--- config.mk ---
export PLATFORM = sky130hd
export DESIGN_NAME = tdt_top
export DESIGN_NICKNAME = d
export VERILOG_FILES = /design/src/rtl/tdt_pkg.sv /design/src/rtl/tdt_top.sv /design/src/rtl/tdt_sync.sv /design/src/rtl/tdt_clk_sel.sv
export SDC_FILE = /design/constraint.sdc
export NUM_CORES = 1
export LEC_CHECK = 0
export BUFFER_PORTS_ARGS = -buffer_cell sky130_fd_sc_hd__buf_4
export CORE_AREA = 2 2 91 128
export CTS_BUF_LIST = sky130_fd_sc_hd__clkbuf_4
export DETAILED_ROUTE_END_ITERATION = 12
export DIE_AREA = 0 0 93 130
export HOLD_SLACK_MARGIN = 0.08
export PLACE_DENSITY = 0.66
export SLEW_MARGIN = 20
export SYNTH_ARGS = -nofsm -noshare
export SYNTH_HDL_FRONTEND = slang
export SYNTH_HIERARCHICAL = 1
export SYNTH_SLANG_ARGS = --single-unit
export TNS_END_PERCENT = 1
--- constraint.sdc ---
create_clock -name clk_sys_i -period 7.2 [get_ports clk_sys_i]
set_input_delay 0.72 -clock clk_sys_i [delete_from_list [all_inputs] [get_ports clk_sys_i]]
set_output_delay 0.72 -clock clk_sys_i [all_outputs]
set_load 0.005 [all_outputs]
--- src/rtl/tdt_pkg.sv ---
/*
 * Constants for the dual 8-bit timer with capture.
 * Assumes a byte-addressed Avalon-MM bus; each register index
 * sits at byte address four times the index.
 */
package tdt_pkg;

    // Register indices (byte address = 4 * index)
    localparam logic [7:0] IDX_T0_HOLD_LO  = 8'h68;
    localparam logic [7:0] IDX_T0_HOLD_HI  = 8'h69;
    localparam logic [7:0] IDX_T1_HOLD_LO  = 8'h6A;
    localparam logic [7:0] IDX_T1_HOLD_HI  = 8'h6B;
    localparam logic [7:0] IDX_T0_CNT_LO   = 8'h6C;
    localparam logic [7:0] IDX_T0_CNT_HI   = 8'h6D;
    localparam logic [7:0] IDX_T1_CNT_LO   = 8'h6E;
    localparam logic [7:0] IDX_T1_CNT_HI   = 8'h6F;
    localparam logic [7:0] IDX_T0_MODE     = 8'h70;
    localparam logic [7:0] IDX_T0_CLK      = 8'h71;
    localparam logic [7:0] IDX_T1_MODE     = 8'h72;
    localparam logic [7:0] IDX_T1_CLK      = 8'h73;
    localparam logic [7:0] IDX_T0_FLAGS    = 8'h74;
    localparam logic [7:0] IDX_T1_FLAGS    = 8'h75;

    // Reset values; unimplemented bits read as one
    localparam logic [3:0] NIB_RST         = 4'h0;
    localparam logic [3:0] T0_MODE_RST     = 4'h8;
    localparam logic [3:0] T0_CLK_RST      = 4'h8;
    localparam logic [3:0] T1_MODE_RST     = 4'hC;
    localparam logic [3:0] T1_CLK_RST      = 4'h8;
    localparam logic [3:0] FLAGS_RST       = 4'hC;

    // Mode control fields
    localparam int RUN_BIT   = 0;
    localparam int CAPE_BIT  = 1;
    localparam int FMEAS_BIT = 2;

    // Flags register fields
    localparam int OVF_BIT   = 0;
    localparam int CAPF_BIT  = 1;

    // Clock select codes
    localparam logic [2:0] CS_TBC    = 3'h0;
    localparam logic [2:0] CS_EXT1   = 3'h6;
    localparam logic [2:0] CS_CASC   = 3'h7;

    // Counter limits
    localparam logic [7:0] CNT_MAX   = 8'hFF;
    localparam logic [7:0] CNT_WRAP  = 8'h00;

endpackage

--- src/rtl/tdt_top.sv ---
/*
 * Dual 8-bit timer with capture, auto-reload and 16-bit cascade,
 * behind an Avalon-MM slave with one wait state.
 * Assumes all pin inputs are asynchronous and each level lasts
 * longer than two system clocks; high-speed clock below 2.5 MHz.
 */
// What this block does
// - Timer 1 modes by capture and run bits
// - Timer 1 clock select field, eight sources
// - Timer 0 overflow clocks timer 1 cascade
// - Reset clears all status flag bits
// - Pin change captures, flag blocks further captures
// - Reading timer 0 flags clears capture flag
// - Timer 1 captures likewise on own pin; in cascade on timer 0 pin
// - Overflow flag resets low, toggles per overflow
// - Clock choices time-base, fast, divided, external
// - External clock sampled by system clock
// - External clocks come from dedicated pins
// - Auto-reload copies hold into counter on overflow
// - Capture loads hold with counter value
// - Hold write leaves counter unchanged
// - Eight-bit up-counter steps on clock fall
// - Counter access while counting not guaranteed
// - Counter write also writes hold nibble
// - Interrupt request on each counter overflow, except timer 0 in cascade
// - Capture mode wraps to zero, no reload
// - Run bit starts and stops; cascade uses timer 0
module tdt_top
    import tdt_pkg::*;
(
    // Clock and reset
    input  wire logic        clk_sys_i,
    input  wire logic        arst_n_i,
    // Avalon-MM slave
    input  wire logic [9:0]  avs_address_i,
    input  wire logic        avs_read_i,
    input  wire logic        avs_write_i,
    input  wire logic [31:0] avs_writedata_i,
    input  wire logic [3:0]  avs_byteenable_i,
    output logic      [31:0] avs_readdata_o,
    output logic             avs_waitrequest_o,
    // Clock source pins
    input  wire logic        time_base_clock_i,
    input  wire logic        high_speed_clock_i,
    input  wire logic        t0_external_clock_pin_i,
    input  wire logic        t1_external_clock_pin_i,
    // Capture pins
    input  wire logic        t0_capture_pin_i,
    input  wire logic        t1_capture_pin_i,
    // Overflow outputs
    output logic             t0_overflow_toggle_o,
    output logic             t1_overflow_toggle_o,
    output logic             t0_irq_o,
    output logic             t1_irq_o
);

    typedef struct packed {
        logic       ack;      // Bus answer cycle
        logic [3:0] rdata;    // Read data nibble
        logic [7:0] cnt0;     // Timer 0 counter
        logic [7:0] cnt1;     // Timer 1 counter
        logic [7:0] hold0;    // Timer 0 hold
        logic [7:0] hold1;    // Timer 1 hold
        logic [2:0] mode0;    // Fmeas, capture, run
        logic [1:0] mode1;    // Capture, run
        logic [2:0] csel0;    // Timer 0 clock select
        logic [2:0] csel1;    // Timer 1 clock select
        logic [1:0] capf;     // New-capture flags
        logic [1:0] ovf;      // Overflow toggles
        logic [1:0] cprev;    // Capture pin last level
        logic [1:0] irq;      // Interrupt pulses
        logic       hs_prev;  // Fast clock last level
        logic [4:0] div;      // Fast clock divider
    } tdt_state_t;

    tdt_state_t state_q;      // Registered state
    tdt_state_t state_d;      // Next state

    logic       rst_n;        // Released reset
    logic [5:0] pin_s;        // Synchronised pins
    logic       tbc_s;        // Time-base level
    logic       hs_s;         // Fast clock level
    logic [1:0] ext_s;        // External clock levels
    logic [1:0] cap_s;        // Capture pin levels
    logic [7:0] src0;         // Timer 0 sources
    logic [7:0] src1;         // Timer 1 sources
    logic       tick0;        // Timer 0 clock fall
    logic       tick1_raw;    // Timer 1 clock fall
    logic       tick1;        // Timer 1 step event
    logic       req;          // Bus request present
    logic       rd_done;      // Read completes
    logic       wr_done;      // Write completes
    logic [7:0] idx;          // Register index
    logic       aligned;      // Word aligned address
    logic [3:0] wnib;         // Write nibble
    logic [3:0] rd_val;       // Read mux output
    logic       casc;         // 16-bit cascade mode
    logic       run0;         // Timer 0 counting
    logic       run1;         // Timer 1 counting
    logic       capm0;        // Timer 0 capture mode
    logic       capm1;        // Timer 1 capture mode
    logic       adv0;         // Timer 0 steps
    logic       adv1;         // Timer 1 steps
    logic       cw0;          // Timer 0 counter written
    logic       cw1;          // Timer 1 counter written
    logic       ovf0;         // Timer 0 overflow event
    logic       ovf1;         // Timer 1 overflow event
    logic [1:0] chg;          // Capture pin changed
    logic       capev0;       // Timer 0 capture event
    logic       capev1;       // Timer 1 capture event
    logic       clr0;         // Timer 0 flag read clear
    logic       clr1;         // Timer 1 flag read clear

    // Replace one nibble of a byte
    function automatic logic [7:0] set_nib(
        input logic [7:0] b,
        input logic       hi,
        input logic [3:0] v
    );
        set_nib = hi ? {v, b[3:0]} : {b[7:4], v};
    endfunction

    // Counter step, reload or wrap
    function automatic logic [7:0] cnt_next(
        input logic [7:0] c,
        input logic [7:0] h,
        input logic       adv,
        input logic       ovf,
        input logic       capm
    );
        if (ovf)
            cnt_next = capm ? CNT_WRAP : h;
        else if (adv)
            cnt_next = c + 8'h01;
        else
            cnt_next = c;
    endfunction

    // Completed write to one index
    function automatic logic wr_at(
        input logic       done,
        input logic [7:0] i,
        input logic [7:0] at
    );
        wr_at = done && (i == at);
    endfunction

    // Reset release chain
    tdt_sync #(
        .W (1)
    ) u_rst_sync (
        .clk_i    (clk_sys_i),
        .arst_n_i (arst_n_i),
        .d_i      (1'b1),
        .q_o      (rst_n)
    );

    // All pins pass two flops first
    tdt_sync #(
        .W (6)
    ) u_pin_sync (
        .clk_i    (clk_sys_i),
        .arst_n_i (rst_n),
        .d_i      ({t1_capture_pin_i, t0_capture_pin_i,
                    t1_external_clock_pin_i,
                    t0_external_clock_pin_i,
                    high_speed_clock_i, time_base_clock_i}),
        .q_o      (pin_s)
    );

    assign tbc_s = pin_s[0];
    assign hs_s  = pin_s[1];
    assign ext_s = pin_s[3:2];
    assign cap_s = pin_s[5:4];

    // Timer 0 adds the divide-by-32 tap
    assign src0 = {ext_s[0], state_q.div, hs_s, tbc_s};
    // Cascade code is handled as an event, not a level
    assign src1 = {1'b0, ext_s[1], state_q.div[3:0],
                   hs_s, tbc_s};

    tdt_clk_sel u_cs0 (
        .clk_i   (clk_sys_i),
        .rst_n_i (rst_n),
        .sel_i   (state_q.csel0),
        .src_i   (src0),
        .tick_o  (tick0)
    );

    tdt_clk_sel u_cs1 (
        .clk_i   (clk_sys_i),
        .rst_n_i (rst_n),
        .sel_i   (state_q.csel1),
        .src_i   (src1),
        .tick_o  (tick1_raw)
    );

    // Bus decode; one wait state per access
    assign req     = avs_read_i | avs_write_i;
    assign aligned = (avs_address_i[1:0] == 2'h0);
    assign idx     = aligned ? avs_address_i[9:2] : 8'h00;
    assign wnib    = avs_writedata_i[3:0];
    assign rd_done = avs_read_i & state_q.ack;
    assign wr_done = avs_write_i & state_q.ack
                   & avs_byteenable_i[0];

    // Mode decode
    assign casc  = (state_q.csel1 == CS_CASC);
    assign run0  = state_q.mode0[RUN_BIT]
                 & ~state_q.mode0[FMEAS_BIT];
    // Cascade: timer 1 runs regardless of its own run bit
    assign run1  = casc | state_q.mode1[RUN_BIT];
    assign capm0 = state_q.mode0[CAPE_BIT]
                 & ~state_q.mode0[FMEAS_BIT];
    assign capm1 = state_q.mode1[CAPE_BIT];
    assign tick1 = casc ? ovf0 : tick1_raw;

    // Software write wins over a same-cycle step
    assign cw0 = wr_at(wr_done, idx, IDX_T0_CNT_LO)
               | wr_at(wr_done, idx, IDX_T0_CNT_HI);
    assign cw1 = wr_at(wr_done, idx, IDX_T1_CNT_LO)
               | wr_at(wr_done, idx, IDX_T1_CNT_HI);
    assign adv0 = tick0 & run0;
    assign adv1 = tick1 & run1;
    assign ovf0 = adv0 & (state_q.cnt0 == CNT_MAX) & ~cw0;
    assign ovf1 = adv1 & (state_q.cnt1 == CNT_MAX) & ~cw1;

    // Capture trigger: any level change while running
    assign chg    = cap_s ^ state_q.cprev;
    assign capev0 = capm0 & run0 & chg[0]
                  & ~state_q.capf[0];
    // 16-bit capture is triggered from timer 0 pin
    assign capev1 = capm1 & run1 & (casc ? chg[0] : chg[1])
                  & ~state_q.capf[1];

    // Clear only a flag the read actually reported
    assign clr0 = rd_done & (idx == IDX_T0_FLAGS)
                & state_q.rdata[CAPF_BIT];
    assign clr1 = rd_done & (idx == IDX_T1_FLAGS)
                & state_q.rdata[CAPF_BIT];

    // Read mux; unused bits read as one
    always_comb
    begin
        case (idx)
            IDX_T0_HOLD_LO: rd_val = state_q.hold0[3:0];
            IDX_T0_HOLD_HI: rd_val = state_q.hold0[7:4];
            IDX_T1_HOLD_LO: rd_val = state_q.hold1[3:0];
            IDX_T1_HOLD_HI: rd_val = state_q.hold1[7:4];
            IDX_T0_CNT_LO:  rd_val = state_q.cnt0[3:0];
            IDX_T0_CNT_HI:  rd_val = state_q.cnt0[7:4];
            IDX_T1_CNT_LO:  rd_val = state_q.cnt1[3:0];
            IDX_T1_CNT_HI:  rd_val = state_q.cnt1[7:4];
            IDX_T0_MODE:    rd_val = T0_MODE_RST
                                   | {1'b0, state_q.mode0};
            IDX_T0_CLK:     rd_val = T0_CLK_RST
                                   | {1'b0, state_q.csel0};
            IDX_T1_MODE:    rd_val = T1_MODE_RST
                                   | {2'b00, state_q.mode1};
            IDX_T1_CLK:     rd_val = T1_CLK_RST
                                   | {1'b0, state_q.csel1};
            IDX_T0_FLAGS:   rd_val = FLAGS_RST
                                   | {2'b00, state_q.capf[0],
                                      state_q.ovf[0]};
            IDX_T1_FLAGS:   rd_val = FLAGS_RST
                                   | {2'b00, state_q.capf[1],
                                      state_q.ovf[1]};
            // Unmapped reads return zero
            default:        rd_val = 4'h0;
        endcase
    end

    // Next-state logic for the whole block
    always_comb
    begin
        state_d = state_q;
        // Answer one cycle after the request appears
        state_d.ack = req & ~state_q.ack;
        if (req & ~state_q.ack)
        begin
            state_d.rdata = rd_val;
        end
        // Fast clock divider steps on each fall
        state_d.hs_prev = hs_s;
        if (state_q.hs_prev & ~hs_s)
        begin
            state_d.div = state_q.div + 5'h01;
        end
        state_d.cprev = cap_s;
        // Counters
        state_d.cnt0 = cnt_next(state_q.cnt0, state_q.hold0,
                                adv0, ovf0, capm0);
        state_d.cnt1 = cnt_next(state_q.cnt1, state_q.hold1,
                                adv1, ovf1, capm1);
        // Capture copies the counter into hold
        if (capev0)
        begin
            state_d.hold0 = state_q.cnt0;
        end
        if (capev1)
        begin
            state_d.hold1 = state_q.cnt1;
        end
        // Set wins over a same-cycle read clear
        state_d.capf[0] = capev0 | (state_q.capf[0] & ~clr0);
        state_d.capf[1] = capev1 | (state_q.capf[1] & ~clr1);
        // Overflow toggles and interrupt pulses
        state_d.ovf[0] = state_q.ovf[0] ^ ovf0;
        state_d.ovf[1] = state_q.ovf[1] ^ ovf1;
        // In cascade only timer 1 raises the request
        state_d.irq[0] = ovf0 & ~casc;
        state_d.irq[1] = ovf1;
        // Software writes to hold: counter untouched
        if (wr_at(wr_done, idx, IDX_T0_HOLD_LO))
            state_d.hold0 = set_nib(state_q.hold0, 1'b0, wnib);
        if (wr_at(wr_done, idx, IDX_T0_HOLD_HI))
            state_d.hold0 = set_nib(state_q.hold0, 1'b1, wnib);
        if (wr_at(wr_done, idx, IDX_T1_HOLD_LO))
            state_d.hold1 = set_nib(state_q.hold1, 1'b0, wnib);
        if (wr_at(wr_done, idx, IDX_T1_HOLD_HI))
            state_d.hold1 = set_nib(state_q.hold1, 1'b1, wnib);
        // Counter writes also land in hold
        if (wr_at(wr_done, idx, IDX_T0_CNT_LO))
        begin
            state_d.cnt0  = set_nib(state_q.cnt0, 1'b0, wnib);
            state_d.hold0 = set_nib(state_q.hold0, 1'b0, wnib);
        end
        if (wr_at(wr_done, idx, IDX_T0_CNT_HI))
        begin
            state_d.cnt0  = set_nib(state_q.cnt0, 1'b1, wnib);
            state_d.hold0 = set_nib(state_q.hold0, 1'b1, wnib);
        end
        if (wr_at(wr_done, idx, IDX_T1_CNT_LO))
        begin
            state_d.cnt1  = set_nib(state_q.cnt1, 1'b0, wnib);
            state_d.hold1 = set_nib(state_q.hold1, 1'b0, wnib);
        end
        if (wr_at(wr_done, idx, IDX_T1_CNT_HI))
        begin
            state_d.cnt1  = set_nib(state_q.cnt1, 1'b1, wnib);
            state_d.hold1 = set_nib(state_q.hold1, 1'b1, wnib);
        end
        // Control registers
        if (wr_at(wr_done, idx, IDX_T0_MODE))
            state_d.mode0 = wnib[2:0];
        if (wr_at(wr_done, idx, IDX_T0_CLK))
            state_d.csel0 = wnib[2:0];
        if (wr_at(wr_done, idx, IDX_T1_MODE))
            state_d.mode1 = wnib[1:0];
        if (wr_at(wr_done, idx, IDX_T1_CLK))
            state_d.csel1 = wnib[2:0];
    end

    // State register; all flags clear on reset
    always_ff @(posedge clk_sys_i or negedge rst_n)
    begin
        if (!rst_n)
        begin
            state_q       <= '0;
            state_q.hold0 <= {NIB_RST, NIB_RST};
            state_q.hold1 <= {NIB_RST, NIB_RST};
            state_q.cnt0  <= {NIB_RST, NIB_RST};
            state_q.cnt1  <= {NIB_RST, NIB_RST};
            state_q.mode0 <= T0_MODE_RST[2:0];
            state_q.mode1 <= T1_MODE_RST[1:0];
            state_q.csel0 <= T0_CLK_RST[2:0];
            state_q.csel1 <= CS_TBC;
        end
        else
        begin
            state_q <= state_d;
        end
    end

    // Outputs
    assign avs_waitrequest_o    = req & ~state_q.ack;
    assign avs_readdata_o       = {28'h0, state_q.rdata};
    assign t0_overflow_toggle_o = state_q.ovf[0];
    assign t1_overflow_toggle_o = state_q.ovf[1];
    assign t0_irq_o             = state_q.irq[0];
    assign t1_irq_o             = state_q.irq[1];
endmodule

--- src/rtl/tdt_sync.sv ---
/*
 * Two-flop synchroniser, also used as the reset release chain.
 * Assumes d_i is asynchronous to clk_i; only q_o may be read.
 */
module tdt_sync
    import tdt_pkg::*;
#(
    parameter int W = 1
)(
    // Clock and reset
    input  wire logic         clk_i,
    input  wire logic         arst_n_i,
    // Data
    input  wire logic [W-1:0] d_i,
    output logic      [W-1:0] q_o
);

    typedef struct packed {
        logic [W-1:0] meta;   // First stage, read by stab only
        logic [W-1:0] stab;   // Second stage
    } tdt_sync_t;

    tdt_sync_t state_q;       // Registered state
    tdt_sync_t state_d;       // Next state

    // Shift one stage per edge
    always_comb
    begin
        state_d      = state_q;
        state_d.meta = d_i;
        state_d.stab = state_q.meta;
    end

    // Constant on reset only
    always_ff @(posedge clk_i or negedge arst_n_i)
    begin
        if (!arst_n_i)
            state_q <= '0;
        else
            state_q <= state_d;
    end

    assign q_o = state_q.stab;

endmodule

--- src/rtl/tdt_clk_sel.sv ---
/*
 * Timer clock source selector with falling edge detector.
 * Assumes all src_i bits are already synchronous to clk_i.
 */
module tdt_clk_sel
    import tdt_pkg::*;
(
    // Clock and reset
    input  wire logic       clk_i,
    input  wire logic       rst_n_i,
    // Source choice
    input  wire logic [2:0] sel_i,
    input  wire logic [7:0] src_i,
    // One-cycle tick per falling edge
    output logic            tick_o
);

    typedef struct packed {
        logic prev;           // Selected level last cycle
    } tdt_cs_t;

    tdt_cs_t state_q;         // Registered state
    tdt_cs_t state_d;         // Next state
    logic    cur;             // Selected level now

    // Switching source may yield one spurious tick
    always_comb
    begin
        cur           = src_i[sel_i];
        state_d       = state_q;
        state_d.prev  = cur;
    end

    always_ff @(posedge clk_i or negedge rst_n_i)
    begin
        if (!rst_n_i)
            state_q <= '0;
        else
            state_q <= state_d;
    end

    // Falling edge: high before, low now
    assign tick_o = state_q.prev & ~cur;

endmodule

==> parameters.txt <==
Parameter                              Value

Run status
  Status    complete, no violations

Global routing
  Total routing usage reported by global routing    around 24%
  Via count of the first global-routing pass    4,129
  Met1 routing resource usage after global routing    roughly 28%
  Grt peak-use layer    met2
  Antenna violations before repair    1
  Global-route wire length before repair    22,000 µm
  M2 GR Usage    about two fifths
  Final global-route overflow total    0
  Largest net degree at the start of global routing    between 70 and 80
  Global routing usage on met3    4.04%

Route
  Count of routing violations after the opening detailed-route iteration    between 400 and 500
  DR DRC count    0
  Overall routed net length    between 10,000 and 15,000 µm
  Number of iterations in the first detailed-routing pass    6
  Number of nets still failing antenna checks after routing    0
  Number of vias in the routed layout    4,045
  Vias per cell    6.00
  Average wire per standard cell    20.5 µm

Floorplan
  Placement row count    46
  Starting density of the core    a little over two fifths
  Floorplan die width    93 µm
  Area enclosed by the die boundary    0.0121 mm²
  Vertical die dimension    130 µm
  Area inside the core boundary    between 0.01 and 0.015 mm²
  Boundary pin count    93

Synth
  Top cell type's share of synthesized area    40.4%
  Count of yosys warnings during synthesis    6
  Commonest register cell after synthesis    sky130_fd_sc_hd__dfrtp_1
  Avg Inst Size Synth    9.58 µm²
  Netlist area before placement    between 0.004 and 0.005 mm²
  Synthesized netlist cell count    505
  Fraction of synthesis flops using an asynchronous set or reset pin    100%
  Most repeated cell in the gate-level netlist after synthesis    sky130_fd_sc_hd__dfrtp_1
  Sequential-to-total area share from yosys stat    40.4%
  Number of distinct library cell variants in the gate-level netlist after synthesis    82
  Leading post-synthesis cells by cell area    sky130_fd_sc_hd__dfrtp_1 (40%), sky130_fd_sc_hd__buf_4 (5.0%), sky130_fd_sc_hd__mux2i_1 (4.8%), sky130_fd_sc_hd__mux2_2 (3.5%), sky130_fd_sc_hd__nand2_1 (3.4%)
  EDFF count, synth    0
  Largest area contributor in the netlist    sky130_fd_sc_hd__dfrtp_1
  Flops & latches, synth    78
  Most frequent cells after synthesis    sky130_fd_sc_hd__dfrtp_1 (78), sky130_fd_sc_hd__nand2_1 (44), sky130_fd_sc_hd__buf_4 (32), sky130_fd_sc_hd__nor2_1 (29), sky130_fd_sc_hd__o21ai_0 (24)

Power
  Leakage    2.21 nW
  Power Density    172 mW/mm²
  Worst-case vdd ir drop    164 µV
  Part of the power in combinational logic    a little under an eighth
  Pwr Total    0.000897 W
  Switch Pwr    0.000274 W
  Sw frac    30.6%
  Sequential share of power    55.5%
  Clock power share    32.9%
  P_int    0.000623 W

Layout
  Final cell count without fillers    just under 700
  Layout Area Growth over Synthesis    7.66%
  Net count of the finished layout    approximately 580
  Share of final-layout standard cells stronger than drive strength 1    16.8%

Clock tree
  TritonCTS buffer count    9
  CTS H-tree depth    3
  Root cell of the clock tree    sky130_fd_sc_hd__clkbuf_4
  CTS tree    yes
  CTS Buffer Depth    2
  Hold-fix buffer count after cts    1
  Clock latency of the later-clocked register in the worst-skew pair    ~480 ps
  Resized Gates After CTS    0
  Register clock-pin slew on the reported worst setup and hold paths    160 ps
  Clock sink count    78
  Post-CTS repair timing setup buffer count    0

Placement
  Total half-perimeter wirelength after legalization and detailed placement    10,300 µm
  Final Wtd Congestion    0.929
  Placed Cells incl. Taps    656
  Place WS    3820 ps
  Port Buf Inserts    33

Worst setup path
  Reg2Reg Setup Slack    around 3800 ps
  Category of the most critical setup path    reg -> reg
  Worst R2R Start    state_q[17]
  Required time at the endpoint of the critical path    7620 ps
  Cell family with most CP delay    simple AND/OR/NAND/NOR gates
  Worst Path Arrival    3800 ps
  Highest-delay cell along the critical path    sky130_fd_sc_hd__nor4_2
  Sequence of cells on the critical path    mux2i_1 > mux4_2 > and2_1 > nand3b_1 > nor4_2 > nand2_1 > a22o_1 > a221o_1 > a21oi_2
  Maximum net fanout on the critical path    6
  Reg2Reg Depth    9
  CP bufs+invs    0
  Critical Path Start Type    flop
  Nature of the critical path endpoint    flop
  Crit-path max cell delay    750 ps
  Reg-to-Reg End    state_q[41]

Timing
  Tightest slew margin relative to the limit    36.0%
  Max Clock Skew    27.3 ps
  Total Negative Setup Slacks    0 ps
  Final Max Tran Viols    0
  Worst hold margin    337 ps
  Pin slew with the least headroom to its limit    around 960 ps
  Max Fclk    296 MHz
  RSZ-0062 raised after global routing    false
  Final setup slack of the worst path    3830 ps
  Final-report setup violation count    0
  Time the final worst path needs with I/O delays and setup    3370 ps
  Hold violation total from the final report    0
  Final worst-path cycle share    46.9%

Run
  # Max-Cap Violations    0

Worst hold path
  Number of cells on the worst hold path    1
  Launch point of the worst hold path    t1_capture_pin_i
  Endpoint, Worst Hold    u_pin_sync/state_d[5]
  Worst hold-check path type    in -> reg
## placed cells by master, fill, tap and decap left out, types with 6 or more instances in the layout
cell type                  count
sky130_fd_sc_hd__mux2_2       15
sky130_fd_sc_hd__inv_1        10
sky130_fd_sc_hd__a21oi_1      19
sky130_fd_sc_hd__o21ai_0      24
sky130_fd_sc_hd__nor4_1        6
sky130_fd_sc_hd__nor2_1       29
sky130_fd_sc_hd__a22oi_1      18
sky130_fd_sc_hd__a22o_1       10
sky130_fd_sc_hd__xnor2_1      11
sky130_fd_sc_hd__nand4_1       8
sky130_fd_sc_hd__dfrtp_1      77
sky130_fd_sc_hd__nand3_1      14
sky130_fd_sc_hd__nand2_1      44
sky130_fd_sc_hd__o21a_1        6
sky130_fd_sc_hd__a31oi_1       6
sky130_fd_sc_hd__and3_1        7
sky130_fd_sc_hd__clkbuf_4      9
sky130_fd_sc_hd__conb_1       30
sky130_fd_sc_hd__nor3_1       12
sky130_fd_sc_hd__buf_4        34
sky130_fd_sc_hd__mux2i_1      23
## metrics by stage
step           util [%]  cell area [µm²]
3_5_place_dp       45.6             5040
4_1_cts            47.1             5200
5_1_grt            47.1             5210
3_3_place_gp       45.6             5040
6_report           47.1             5210
2_1_floorplan         -             4940
## cells by family after synthesis
kind of cell | after synthesis | share of synthesized area (%)
compound gates | 133 | 19.4
xor+xnor | 15 | 2.72
fa+ha+maj | 3 | 0.776
buf+inv | 66 | 7.89
flops | 78 | 40.4
mux | 44 | 10.1
other cells | 2 | 0.155
simple gates | 164 | 18.6
## registers in the layout, indices dropped and copies added (netlist names), 4 cells and up
name / flops
avs_readdata_o: 4
state_q: 48
src0: 5
u_pin_sync/state_d: 6
u_pin_sync/q_o: 6
## power by group through the flow
stage / sequential, W / combinational [W] / clock, W
final: 0.000498 / 0.000104 / 0.000295
after global routing: 0.000504 / 0.000115 / 0.000321
after CTS: 0.000500 / 0.000103 / 0.000303
after detailed placement: 0.000508 / 0.000102 / 0
after global placement: 0.000506 / 0.0000986 / 0
after floorplan: 0.000495 / 0.0000841 / 0
## layout make-up
type | instances | area [µm²]
flip-flops and latches | 78 | 1960
clock buffers | 9 | 67.6
diodes | 1 | 2.50
inverters | 11 | 41.3
repair buffers | 35 | 265
clock inverters | 7 | 86.3
multi-input cells | 389 | 2610
well taps | 144 | 180
fillers | 1081 | 5840
## layer usage
metal  vias up  part of all wire [%]
li1       1847                     -
met1      1949                    39
met2       201                    50
met3        48                   5.3
met4         0                   6.0
met5         -                     0
## how the worst max path moves through the flow
| stage | start | endpoint | cells after the start |
|---|---|---|---|
| after global placement | state_q[17] | state_q[41] | 9 |
| after global routing | state_q[17] | state_q[41] | 9 |
| final | state_q[17] | state_q[41] | 9 |
| after CTS | state_q[17] | state_q[41] | 9 |
| after floorplan | avs_address_i[0] | state_q[25] | 9 |
| after detailed placement | state_q[17] | state_q[41] | 9 |
(Power assumes the default switching activity.)
